File: src/hdl/epp_cfg.svh
`ifndef EPP_CFG_SVH
`define EPP_CFG_SVH

// ----------------------------------------------------------------
// register indices (byte address is four times the index)
// ----------------------------------------------------------------
`define EPP_IDX_DATA      12'h000
`define EPP_IDX_DSR       12'h001
`define EPP_IDX_DCR       12'h002
`define EPP_IDX_EPP_ADDR  12'h003
`define EPP_IDX_EPP_DATA0 12'h004
`define EPP_IDX_EPP_DATA3 12'h007
`define EPP_IDX_FIFO      12'h400
`define EPP_IDX_CFGB      12'h401
`define EPP_IDX_ECR       12'h402
`define EPP_IDX_OPT       12'h403

// ----------------------------------------------------------------
// field positions and fixed values
// ----------------------------------------------------------------
`define EPP_DCR_DIR       5
`define EPP_DCR_IRQEN     4
`define EPP_DCR_SELECT_IN_OUT      3
`define EPP_DCR_INIT      2
`define EPP_DCR_AFD       1
`define EPP_DCR_STB       0
`define EPP_OPT_EN        0
`define EPP_OPT_V19       1
`define EPP_CFGA_VAL      8'h10
`define EPP_CFGB_RST      6'h07
`define EPP_FIFO_DEPTH    16
`define EPP_FIFO_AW       4

// ----------------------------------------------------------------
// timing
// ----------------------------------------------------------------
`define EPP_CLK_NS        10
`define EPP_TMO_NS        10000
`define EPP_TMO_CYC       ((`EPP_TMO_NS + `EPP_CLK_NS - 1) / `EPP_CLK_NS)
`define EPP_STB_NS        500
`define EPP_STB_CYC       ((`EPP_STB_NS + `EPP_CLK_NS - 1) / `EPP_CLK_NS)

`endif

File: src/hdl/epp_pkg.sv
package epp_pkg;
	typedef enum logic [2:0] {
		EPP_MODE_STD   = 3'b000,
		EPP_MODE_BIDIR = 3'b001,
		EPP_MODE_FIFO  = 3'b010,
		EPP_MODE_ECP   = 3'b011,
		EPP_MODE_EPP   = 3'b100,
		EPP_MODE_RSVD  = 3'b101,
		EPP_MODE_TEST  = 3'b110,
		EPP_MODE_CFG   = 3'b111
	} epp_mode_t;

	typedef enum logic [1:0] {
		EPP_CYC_IDLE   = 2'b00,
		EPP_CYC_WAITGO = 2'b01,
		EPP_CYC_STROBE = 2'b10,
		EPP_CYC_DONE   = 2'b11
	} epp_cyc_t;

	typedef enum logic [1:0] {
		EPP_TX_IDLE = 2'b00,
		EPP_TX_WAIT = 2'b01,
		EPP_TX_STB  = 2'b10,
		EPP_TX_HOLD = 2'b11
	} epp_tx_t;

	typedef struct packed {
		logic             hready;
		logic             hresp;
		logic [31:0]      hrdata;
		logic             dp;
		logic             dp_wr;
		logic [11:0]      dp_idx;
		logic [7:0]       data;
		logic [5:0]       dcr;
		epp_mode_t        mode;
		logic [2:0]       ecr_ctl;
		logic [5:0]       cfgb;
		logic [1:0]       opt;
		logic             tmo;
		epp_cyc_t         cyc;
		logic             cyc_wr;
		logic             cyc_addr;
		logic             seen_low;
		logic [9:0]       wdog;
		logic [7:0]       eppbuf;
		epp_tx_t          tx;
		logic [7:0]       txbyte;
		logic [6:0]       rle;
		logic [5:0]       txcnt;
		logic             ack_d;
		logic             irq;
		logic [7:0]       pd_out;
		logic             pd_oe;
		logic             wsel_n;
		logic             dstb_n;
		logic             astb_n;
		logic             stb_n;
		logic             afd_n;
		logic             select_in_out_n;
		logic             init_n;
	} epp_state_t;
endpackage : epp_pkg

File: src/hdl/epp_fifo.sv
`timescale 1ns/1ps
`include "epp_cfg.svh"
module epp_fifo (
	input  wire logic       sys_clk_in, // system clock
	input  wire logic       resetn_in,  // sync reset, active low
	input  wire logic       clear_in,   // empties the fifo
	input  wire logic       push_in,    // write one entry
	input  wire logic [8:0] push_data_in, // tag bit 8, byte 7:0
	input  wire logic       pop_in,     // drop the head entry
	output logic      [8:0] head_out,   // entry at the head
	output logic            empty_out,  // no entry held
	output logic            full_out    // no room left
);
	typedef struct packed {
		logic [`EPP_FIFO_DEPTH-1:0][8:0] mem;
		logic [`EPP_FIFO_AW-1:0]         wp;
		logic [`EPP_FIFO_AW-1:0]         rp;
		logic [`EPP_FIFO_AW:0]           cnt;
	} epp_fifo_st_t;

	epp_fifo_st_t st_q;
	epp_fifo_st_t st_d;
	logic         do_push;
	logic         do_pop;

	// push on full and pop on empty are dropped silently
	always_comb begin
		st_d    = st_q;
		do_push = push_in && !full_out;
		do_pop  = pop_in && !empty_out;
		if (do_push) begin
			st_d.mem[st_q.wp] = push_data_in;
			st_d.wp           = st_q.wp + 1'b1;
		end
		if (do_pop) begin
			st_d.rp = st_q.rp + 1'b1;
		end
		if (do_push && !do_pop) begin
			st_d.cnt = st_q.cnt + 1'b1;
		end else if (do_pop && !do_push) begin
			st_d.cnt = st_q.cnt - 1'b1;
		end
		if (clear_in) begin
			st_d.wp  = '0;
			st_d.rp  = '0;
			st_d.cnt = '0;
		end
	end

	always_ff @(posedge sys_clk_in) begin
		if (!resetn_in) begin
			st_q <= '0;
		end else begin
			st_q <= st_d;
		end
	end

	assign head_out  = st_q.mem[st_q.rp];
	assign empty_out = (st_q.cnt == '0);
	assign full_out  = (st_q.cnt == (`EPP_FIFO_AW+1)'(`EPP_FIFO_DEPTH));
endmodule : epp_fifo

File: src/hdl/epp_port.sv
`timescale 1ns/1ps
`include "epp_cfg.svh"
module epp_port (
	input  wire logic        sys_clk_in,        // 100 MHz clock
	input  wire logic        resetn_in,         // sync reset, active low
	input  wire logic        hsel_in,           // ahb slave select
	input  wire logic [31:0] haddr_in,          // ahb address
	input  wire logic [1:0]  htrans_in,         // ahb transfer type
	input  wire logic        hwrite_in,         // ahb write
	input  wire logic [2:0]  hsize_in,          // ahb size, word only
	input  wire logic [31:0] hwdata_in,         // ahb write data
	input  wire logic        hready_in,         // ahb bus ready
	output logic      [31:0] hrdata_out,        // ahb read data
	output logic             hreadyout_out,     // ahb slave ready
	output logic             hresp_out,         // ahb response, okay
	input  wire logic [7:0]  port_data_lines_in, // data pins, input
	output logic      [7:0]  port_data_lines_out, // data pins, output
	output logic             port_data_lines_oe_out, // data pins drive
	input  wire logic        busy_in,           // printer busy
	input  wire logic        ack_n_in,          // acknowledge, low
	input  wire logic        paper_error_in,    // paper error
	input  wire logic        printer_select_in, // printer selected
	input  wire logic        fault_n_in,        // fault, low
	input  wire logic        peripheral_wait_n_in, // epp wait, low
	output logic             write_select_n_out, // epp write select
	output logic             data_strobe_n_out, // epp data strobe
	output logic             addr_strobe_n_out, // epp address strobe
	output logic             strobe_n_out,      // printer strobe
	output logic             auto_feed_n_out,   // printer auto feed
	output logic             select_in_n_out,   // printer select-in
	output logic             peripheral_init_n_out, // init, low
	output logic             ack_irq_out        // ack interrupt pulse
);
	import epp_pkg::*;

	// ----------------------------------------------------------------
	// pin synchronisers and fifo
	// ----------------------------------------------------------------
	logic [13:0] syn;
	logic [7:0]  pd_s;
	logic        busy_s;
	logic        ack_s;
	logic        perr_s;
	logic        sel_s;
	logic        flt_s;
	logic        wait_s;

	epp_sync2 #(.W(14)) u_sync (
		.sys_clk_in (sys_clk_in),
		.resetn_in  (resetn_in),
		.async_in   ({peripheral_wait_n_in, fault_n_in, printer_select_in,
		              paper_error_in, ack_n_in, busy_in,
		              port_data_lines_in}),
		.sync_out   (syn)
	);
	assign {wait_s, flt_s, sel_s, perr_s, ack_s, busy_s, pd_s} = syn;

	epp_state_t st_q;
	epp_state_t s;
	logic       f_clear;
	logic       f_push;
	logic [8:0] f_pdata;
	logic       f_pop;
	logic [8:0] f_head;
	logic       f_empty;
	logic       f_full;
	logic       tmo_set;
	logic       tmo_clr;
	logic       epp_on;
	logic       acc_epp;
	logic [31:0] rd;

	// one shared fifo serves every fifo mode; only host writes fill it, the port never does
	epp_fifo u_fifo (
		.sys_clk_in   (sys_clk_in),
		.resetn_in    (resetn_in),
		.clear_in     (f_clear),
		.push_in      (f_push),
		.push_data_in (f_pdata),
		.pop_in       (f_pop),
		.head_out     (f_head),
		.empty_out    (f_empty),
		.full_out     (f_full)
	);

	assign f_clear = (st_q.mode == EPP_MODE_STD);
	assign epp_on  = (st_q.mode == EPP_MODE_EPP) && st_q.opt[`EPP_OPT_EN];
	assign acc_epp = epp_on && (st_q.dp_idx >= `EPP_IDX_EPP_ADDR)
		&& (st_q.dp_idx <= `EPP_IDX_EPP_DATA3);

	// ----------------------------------------------------------------
	// next state
	// ----------------------------------------------------------------
	always_comb begin
		s       = st_q;
		f_push  = 1'b0;
		f_pdata = '0;
		f_pop   = 1'b0;
		tmo_set = 1'b0;
		tmo_clr = 1'b0;
		rd      = '0;
		s.irq   = 1'b0;
		s.ack_d = ack_s;
		if (ack_s && !st_q.ack_d && st_q.dcr[`EPP_DCR_IRQEN]) begin
			s.irq = 1'b1;
		end

		// address phase; every data phase gets at least one wait state
		if (hsel_in && hready_in && htrans_in[1]) begin
			s.dp     = 1'b1;
			s.dp_wr  = hwrite_in;
			s.dp_idx = haddr_in[13:2];
			s.hready = 1'b0;
		end

		if (st_q.dp && !st_q.hready && acc_epp) begin
			if (st_q.cyc == EPP_CYC_IDLE) begin
				s.cyc_wr   = st_q.dp_wr;
				s.cyc_addr = (st_q.dp_idx == `EPP_IDX_EPP_ADDR);
				s.eppbuf   = hwdata_in[7:0];
				s.wdog     = '0;
				s.seen_low = 1'b0;
				// newer variant checks wait first, older one goes at once
				s.cyc = st_q.opt[`EPP_OPT_V19] ? EPP_CYC_WAITGO
					: EPP_CYC_STROBE;
			end
		end else if (st_q.dp && !st_q.hready) begin
			s.hready = 1'b1;
			s.dp     = 1'b0;
			if (st_q.dp_wr) begin
				if (st_q.dp_idx == `EPP_IDX_DATA) begin
					if (st_q.mode == EPP_MODE_ECP) begin
						f_push  = 1'b1;
						f_pdata = {1'b1, hwdata_in[7:0]};
					end else begin
						s.data = hwdata_in[7:0];
					end
				end else if (st_q.dp_idx == `EPP_IDX_DSR) begin
					tmo_clr = hwdata_in[0];
				end else if (st_q.dp_idx == `EPP_IDX_DCR) begin
					s.dcr = hwdata_in[5:0];
				end else if (st_q.dp_idx == `EPP_IDX_FIFO) begin
					if (st_q.mode == EPP_MODE_FIFO
						|| st_q.mode == EPP_MODE_ECP
						|| st_q.mode == EPP_MODE_TEST) begin
						f_push  = 1'b1;
						f_pdata = {1'b0, hwdata_in[7:0]};
					end
				end else if (st_q.dp_idx == `EPP_IDX_CFGB) begin
					if (st_q.mode == EPP_MODE_CFG) begin
						s.cfgb = hwdata_in[5:0];
					end
				end else if (st_q.dp_idx == `EPP_IDX_ECR) begin
					s.mode    = epp_mode_t'(hwdata_in[7:5]);
					s.ecr_ctl = hwdata_in[4:2];
				end else if (st_q.dp_idx == `EPP_IDX_OPT) begin
					s.opt = hwdata_in[1:0];
				end
			end else begin
				if (st_q.dp_idx == `EPP_IDX_DATA) begin
					rd[7:0] = pd_s;
				end else if (st_q.dp_idx == `EPP_IDX_DSR) begin
					rd[7:0] = {!busy_s, ack_s, perr_s, sel_s, flt_s, 2'b11,
						epp_on ? st_q.tmo : 1'b1};
				end else if (st_q.dp_idx == `EPP_IDX_DCR) begin
					rd[7:0] = {2'b11, st_q.dcr};
				end else if (st_q.dp_idx == `EPP_IDX_FIFO) begin
					if (st_q.mode == EPP_MODE_CFG) begin
						rd[7:0] = `EPP_CFGA_VAL;
					end else if (st_q.mode == EPP_MODE_TEST
						|| (st_q.mode == EPP_MODE_ECP
						&& st_q.dcr[`EPP_DCR_DIR])) begin
						rd[7:0] = f_head[7:0];
						f_pop   = 1'b1;
					end
				end else if (st_q.dp_idx == `EPP_IDX_CFGB) begin
					rd[7:0] = {1'b0, st_q.irq, st_q.cfgb};
				end else if (st_q.dp_idx == `EPP_IDX_ECR) begin
					rd[7:0] = {st_q.mode, st_q.ecr_ctl, f_full, f_empty};
				end else if (st_q.dp_idx == `EPP_IDX_OPT) begin
					rd[1:0] = st_q.opt;
				end
			end
			s.hrdata = rd;
		end

		// ----------------------------------------------------------------
		// epp cycle engine
		// ----------------------------------------------------------------
		case (st_q.cyc)
			EPP_CYC_WAITGO: begin
				s.wdog = st_q.wdog + 1'b1;
				if (!wait_s) begin
					s.seen_low = 1'b1;
					s.cyc      = EPP_CYC_STROBE;
				end
			end
			EPP_CYC_STROBE: begin
				s.wdog = st_q.wdog + 1'b1;
				if (!wait_s) begin
					s.seen_low = 1'b1;
				end
				// wait released after being low marks completion
				if (wait_s && st_q.seen_low) begin
					s.cyc = EPP_CYC_DONE;
					if (!st_q.cyc_wr) begin
						s.eppbuf = pd_s;
					end
				end
			end
			EPP_CYC_DONE: begin
				s.cyc    = EPP_CYC_IDLE;
				s.hready = 1'b1;
				s.dp     = 1'b0;
				s.hrdata = {24'h000000, st_q.eppbuf};
			end
			default: begin
			end
		endcase
		if ((st_q.cyc == EPP_CYC_WAITGO || st_q.cyc == EPP_CYC_STROBE)
			&& st_q.wdog == 10'(`EPP_TMO_CYC)) begin
			tmo_set  = 1'b1;
			s.cyc    = EPP_CYC_DONE;
			s.eppbuf = 8'hff;
			s.wdog   = st_q.wdog;
		end
		// a time-out in the clearing cycle still lands
		if (tmo_clr) begin
			s.tmo = 1'b0;
		end
		if (tmo_set) begin
			s.tmo = 1'b1;
		end

		// ----------------------------------------------------------------
		// forward fifo drain with run-length expansion
		// ----------------------------------------------------------------
		case (st_q.tx)
			EPP_TX_IDLE: begin
				if (!f_empty && !st_q.dcr[`EPP_DCR_DIR]
					&& (st_q.mode == EPP_MODE_FIFO
					|| st_q.mode == EPP_MODE_ECP)) begin
					f_pop = 1'b1;
					if (f_head[8] && !f_head[7]) begin
						s.rle = f_head[6:0];
					end else begin
						s.txbyte = f_head[7:0];
						s.tx     = EPP_TX_WAIT;
						if (f_head[8]) begin
							s.rle = '0;
						end
					end
				end
			end
			EPP_TX_WAIT: begin
				s.txcnt = '0;
				if (!busy_s) begin
					s.tx = EPP_TX_STB;
				end
			end
			EPP_TX_STB: begin
				s.txcnt = st_q.txcnt + 1'b1;
				if (st_q.txcnt == 6'(`EPP_STB_CYC - 1)) begin
					s.txcnt = '0;
					s.tx    = EPP_TX_HOLD;
				end
			end
			EPP_TX_HOLD: begin
				s.txcnt = st_q.txcnt + 1'b1;
				if (st_q.txcnt == 6'(`EPP_STB_CYC - 1)) begin
					if (st_q.rle != '0) begin
						s.rle = st_q.rle - 1'b1;
						s.tx  = EPP_TX_WAIT;
					end else begin
						s.tx = EPP_TX_IDLE;
					end
				end
			end
			default: begin
			end
		endcase
		if (st_q.mode == EPP_MODE_STD) begin
			s.tx  = EPP_TX_IDLE;
			s.rle = '0;
		end

		// ----------------------------------------------------------------
		// pins, registered
		// ----------------------------------------------------------------
		if (s.cyc != EPP_CYC_IDLE) begin
			s.pd_oe  = s.cyc_wr;
			s.pd_out = s.eppbuf;
		end else begin
			s.pd_oe = (s.mode == EPP_MODE_STD || s.mode == EPP_MODE_FIFO)
				|| !s.dcr[`EPP_DCR_DIR];
			s.pd_out = (s.tx != EPP_TX_IDLE) ? s.txbyte : s.data;
		end
		s.wsel_n = !(s.cyc != EPP_CYC_IDLE && s.cyc_wr);
		s.dstb_n = !(s.cyc == EPP_CYC_STROBE && !s.cyc_addr);
		s.astb_n = !(s.cyc == EPP_CYC_STROBE && s.cyc_addr);
		s.stb_n  = (s.tx == EPP_TX_STB) ? 1'b0 : !s.dcr[`EPP_DCR_STB];
		s.afd_n  = !s.dcr[`EPP_DCR_AFD];
		s.select_in_out_n = !s.dcr[`EPP_DCR_SELECT_IN_OUT];
		s.init_n = s.dcr[`EPP_DCR_INIT];
		s.hresp  = 1'b0;
	end

	always_ff @(posedge sys_clk_in) begin
		if (!resetn_in) begin
			st_q        <= '0;
			st_q.hready <= 1'b1;
			st_q.cfgb   <= `EPP_CFGB_RST;
			st_q.wsel_n <= 1'b1;
			st_q.dstb_n <= 1'b1;
			st_q.astb_n <= 1'b1;
			st_q.stb_n  <= 1'b1;
			st_q.afd_n  <= 1'b1;
			st_q.select_in_out_n <= 1'b1;
			st_q.pd_oe  <= 1'b1;
		end else begin
			st_q <= s;
		end
	end

	assign hrdata_out             = st_q.hrdata;
	assign hreadyout_out          = st_q.hready;
	assign hresp_out              = st_q.hresp;
	assign port_data_lines_out    = st_q.pd_out;
	assign port_data_lines_oe_out = st_q.pd_oe;
	assign write_select_n_out     = st_q.wsel_n;
	assign data_strobe_n_out      = st_q.dstb_n;
	assign addr_strobe_n_out      = st_q.astb_n;
	assign strobe_n_out           = st_q.stb_n;
	assign auto_feed_n_out        = st_q.afd_n;
	assign select_in_n_out        = st_q.select_in_out_n;
	assign peripheral_init_n_out  = st_q.init_n;
	assign ack_irq_out            = st_q.irq;
endmodule : epp_port

File: src/hdl/epp_sync2.sv
`timescale 1ns/1ps
module epp_sync2 #(
	parameter int W = 1
) (
	input  wire logic         sys_clk_in, // system clock
	input  wire logic         resetn_in,  // sync reset, active low
	input  wire logic [W-1:0] async_in,   // pin levels
	output logic      [W-1:0] sync_out    // levels after two flops
);
	typedef struct packed {
		logic [W-1:0] s1;
		logic [W-1:0] s2;
	} epp_sync_st_t;

	epp_sync_st_t st_q;
	epp_sync_st_t st_d;

	always_comb begin
		st_d    = st_q;
		st_d.s1 = async_in;
		st_d.s2 = st_q.s1;
	end

	always_ff @(posedge sys_clk_in) begin
		if (!resetn_in) begin
			st_q <= '0;
		end else begin
			st_q <= st_d;
		end
	end

	assign sync_out = st_q.s2;
endmodule : epp_sync2
File: config.mk
export PLATFORM = sky130hd
export DESIGN_NAME = epp_port
export DESIGN_NICKNAME = d
export VERILOG_FILES = /design/src/hdl/epp_pkg.sv /design/src/hdl/epp_fifo.sv /design/src/hdl/epp_port.sv /design/src/hdl/epp_sync2.sv
export VERILOG_INCLUDE_DIRS = /design/src /design/src/hdl
export SDC_FILE = /design/constraint.sdc
export NUM_CORES = 1
export LEC_CHECK = 0
export BUFFER_PORTS_ARGS = -buffer_cell sky130_fd_sc_hd__buf_2
export CAP_MARGIN = 20
export CORE_ASPECT_RATIO = 2
export CORE_MARGIN = 2
export CORE_UTILIZATION = 30
export DETAILED_ROUTE_END_ITERATION = 12
export PLACE_DENSITY = 0.54
export RECOVER_POWER = 100
export SYNTH_ARGS = -nofsm -noshare
export SYNTH_HDL_FRONTEND = slang
export SYNTH_SLANG_ARGS = --single-unit
File: constraint.sdc
create_clock -name sys_clk_in -period 3.8 [get_ports sys_clk_in]
set_clock_uncertainty 0.05 [all_clocks]
set_input_delay 0.95 -clock sys_clk_in [delete_from_list [all_inputs] [get_ports sys_clk_in]]
set_output_delay 0.95 -clock sys_clk_in [all_outputs]
set_load 0.02 [all_outputs]
==> impl_metrics.csv <==
group,metric,value,unit
synthesis,synth.top_cells.by_count,"nand2_1 (401), dfxtp_1 (300), a21boi_1 (99)",
synthesis,netlist_top_cells_area,"dfxtp_1 (41%), nand2_1 (10%), mux4_2 (5.6%), a21boi_1 (5.1%), a21boi_0 (3.4%)",
outcome,status,"finished with violations",
global_route,antenna_found_initial,0,
global_route,grt_max_degree,180,
floorplanning,rows,114,
clock_network,postCtsHoldBufs,0,
sta,period_needed,3560,ps
final_layout,area_delta_synth_final,13.1,%
critical_path,critPathBufInv,1,
sta,rsz0062_at_grt,"no",
run,maxCapViolations,1,
global_route,grt_overflow,0,
global_route,grt_util_all_layers,16.0,%
global_route,grt_pass1_vias,11100,
global_route,grt_pass1_wl,64100,um
synthesis,synthFlopType,"dfxtp_1",
critical_path,crit_chain,"or4_4 > or4_4 > o21ai_4 > or2_2 > nor3b_4 > ha_1 > inv_1 > ha_1 > a21o_1 > a21oi_1 > xnor2_1 > or3_1 > a21oi_1",
clock_network,cts.clk_slew.worst_paths,60,ps
clock_network,clock_latency,530,ps
synthesis,synthArstFlopShare,0,%
floorplanning,core-area,0.0481,mm2
synthesis,yosysWarnings,0,
power_and_ir_drop,power.density,410,mW/mm2
critical_path,crit_family,"simple AND/OR/NAND/NOR gates",
clock_network,cts_tree,"yes",
synthesis,yosys.area.top_type,"dfxtp_1",
sta,timing.fmax,0.281,GHz
synthesis,synth_top_area_share,41.4,%
synthesis,synth.most_common_cell,"nand2_1",
critical_path,cp_data_required_time,4170,ps
drt,drtIter0Drc,867,
floorplanning,die_x,160,um
critical_path,start_kind,"flop",
sta,slew_viol_final,49,
power_and_ir_drop,power_leakage,5.65,nW
critical_path,worstSetupPathType,"reg2reg",
final_layout,layout-drive-gt1-share,12.6,%
power_and_ir_drop,vdd_drop_max,367,uV
clock_network,cts_htree_levels,2,
min_path,hold_class,"reg2reg",
final_layout,nFillCells,5050,
synthesis,synth_cells,1647,
clock_network,cts_buffers,34,
drt,ant_nets,0,
synthesis,synth-seq-area-share,41.4,%
synthesis,avgSynthCellArea,8.81,um2
placed_design,gp_congestion,0.829,
final_layout,fin_nets,1770,
power_and_ir_drop,power,6.73,mW
synthesis,synth.distinct_cells,80,
sta,worst_slew_pin_slew,2120,ps
synthesis,synth_edf_count,0,
critical_path,cp_slowest_cell,"or4_4",
drt,vias,11600,
critical_path,cpPeakStageDelay,580,ps
floorplanning,start_util,30.2,%
critical_path,worstSetupEndpointType,"flop",
floorplanning,io_pins,139,
sta,setup_viol,0,
drt,drc,0,
drt,viasPerCell,4.98,
clock_network,cts.sinks,300,
outcome,violations,"capacitance limit, slew limit",
placed_design,port_buffers,65,
synthesis,ys_seq_elements,300,
sta,tns,0,ps
drt,drt_pass1_iterations,5,
synthesis,syn-cell-area,0.0145,mm2
clock_network,cts_root_buf,"clkbuf_16",
clock_network,cts_buffer_depth,3,
floorplanning,dieArea,0.0503,mm2
floorplanning,die_h,315,um
drt,wl_per_cell,17.6,um
sta,slew_headroom,-41.3,%
sta,hold_viol_final,0,
sta,post-route-period-util,93.7,%
placed_design,dp_hpwl,27400,um
drt,wirelength,40900,um
critical_path,arrival,3940,ps
critical_path,crit_path_max_fanout,4,
==> cells by family after synthesis <==
group	after synthesis	synth area share [%]
AO/OA/AOI/OAI	348	17.1
buffers and inverters	184	6.24
multiplexers	74	8.23
other	1	0.0258
flip-flops	300	41.4
adder cells (fa/ha/maj)	20	1.78
AND/OR/NAND/NOR	701	24.1
XOR/XNOR	19	1.15
==> path summary, 6_finish.rpt <==
check / startpoint / to / slack (ps) / depth (start not counted)
setup / recovery: st_q[100]$_SDFFE_PN0P_ / u_fifo.st_q[4]$_SDFFE_PP0P_ / 240 / 13
hold / removal: u_sync.st_d[6]$_SDFF_PN0_ / u_sync.sync_out[6]$_SDFF_PN0_ / 380 / 1
setup reg to reg: st_q[100]$_SDFFE_PN0P_ / u_fifo.st_q[4]$_SDFFE_PP0P_ / 240 / 13
hold reg to reg: u_sync.st_d[6]$_SDFF_PN0_ / u_sync.sync_out[6]$_SDFF_PN0_ / 380 / 1
==> flip-flops by register name, indices dropped and copies added, names as in the netlist <==
signal and count:
st_q 90, hreadyout_out 1, write_select_n_out 1, auto_feed_n_out 1, u_sync.sync_out 14, hrdata_out 8, ack_irq_out 1, data_strobe_n_out 1
port_data_lines_oe_out 1, strobe_n_out 1, port_data_lines_out 8, select_in_n_out 1, u_sync.st_d 14, addr_strobe_n_out 1, u_fifo.st_q 157
==> cells in the final DEF, fill, tap and decap left out, types with 35 or more instances in the layout <==
cell	n
nor2b_1	45
buf_4	44
a21boi_0	163
dfxtp_1	300
clkbuf_1	39
buf_2	38
nor2_1	70
clkbuf_16	35
mux2i_1	35
a21oi_1	41
nand2_1	401
mux4_2	36
==> stage by stage <==
stage / cell area [um2] / worst slack, ps / instances / hold WS, ps / utilization, %
4_1_cts: 16400 / 42.2 / 2322 / 383 / 34.2
3_5_place_dp: 15300 / 68.8 / 2264 / 370 / 31.9
2_1_floorplan: 14600 / 137 / 1671 / 362 / -
3_3_place_gp: 15300 / 88.9 / 2264 / 366 / 31.9
5_1_grt: 16400 / 56.6 / 2322 / 392 / 34.1
6_report: 16400 / 238 / 2323 / 376 / 34.1
==> where the power goes <==
group / leakage [nW] / internal (mW) / switching, mW
Clock: 0.546 / 1.98 / 1.33
Sequential: 2.42 / 3.16 / 0.0102
Combinational: 2.68 / 0.0897 / 0.156
==> layer usage <==
metal / up-vias / part of all wire, % / GRT usage, %
met5: - / 0 / 0
li1: 5671 / - / -
met4: 0 / 2.0 / 4.21
met1: 5538 / 47 / 22.5
met3: 63 / 5.2 / 2.50
met2: 301 / 46 / 25.6
==> repair_timing <==
action,in CTS,in global routing
buffers inserted,0,0
endpoints found under the setup margin,0,2
gates resized for setup,0,8
==> layout make-up <==
type	count	area [um2]	share of cell area, %
Inverter	22	82.6	0.503
Sequential cell	300	6010	36.6
Tap cell	638	798	4.86
Multi-Input combinational cell	1187	7730	47.1
Clock inverter	8	96.3	0.587
Clock buffer	50	1010	6.17
Antenna cell	1	2.50	0.0152
Timing Repair Buffer	117	686	4.18
No activity file was read; power rests on OpenSTA's default activity.
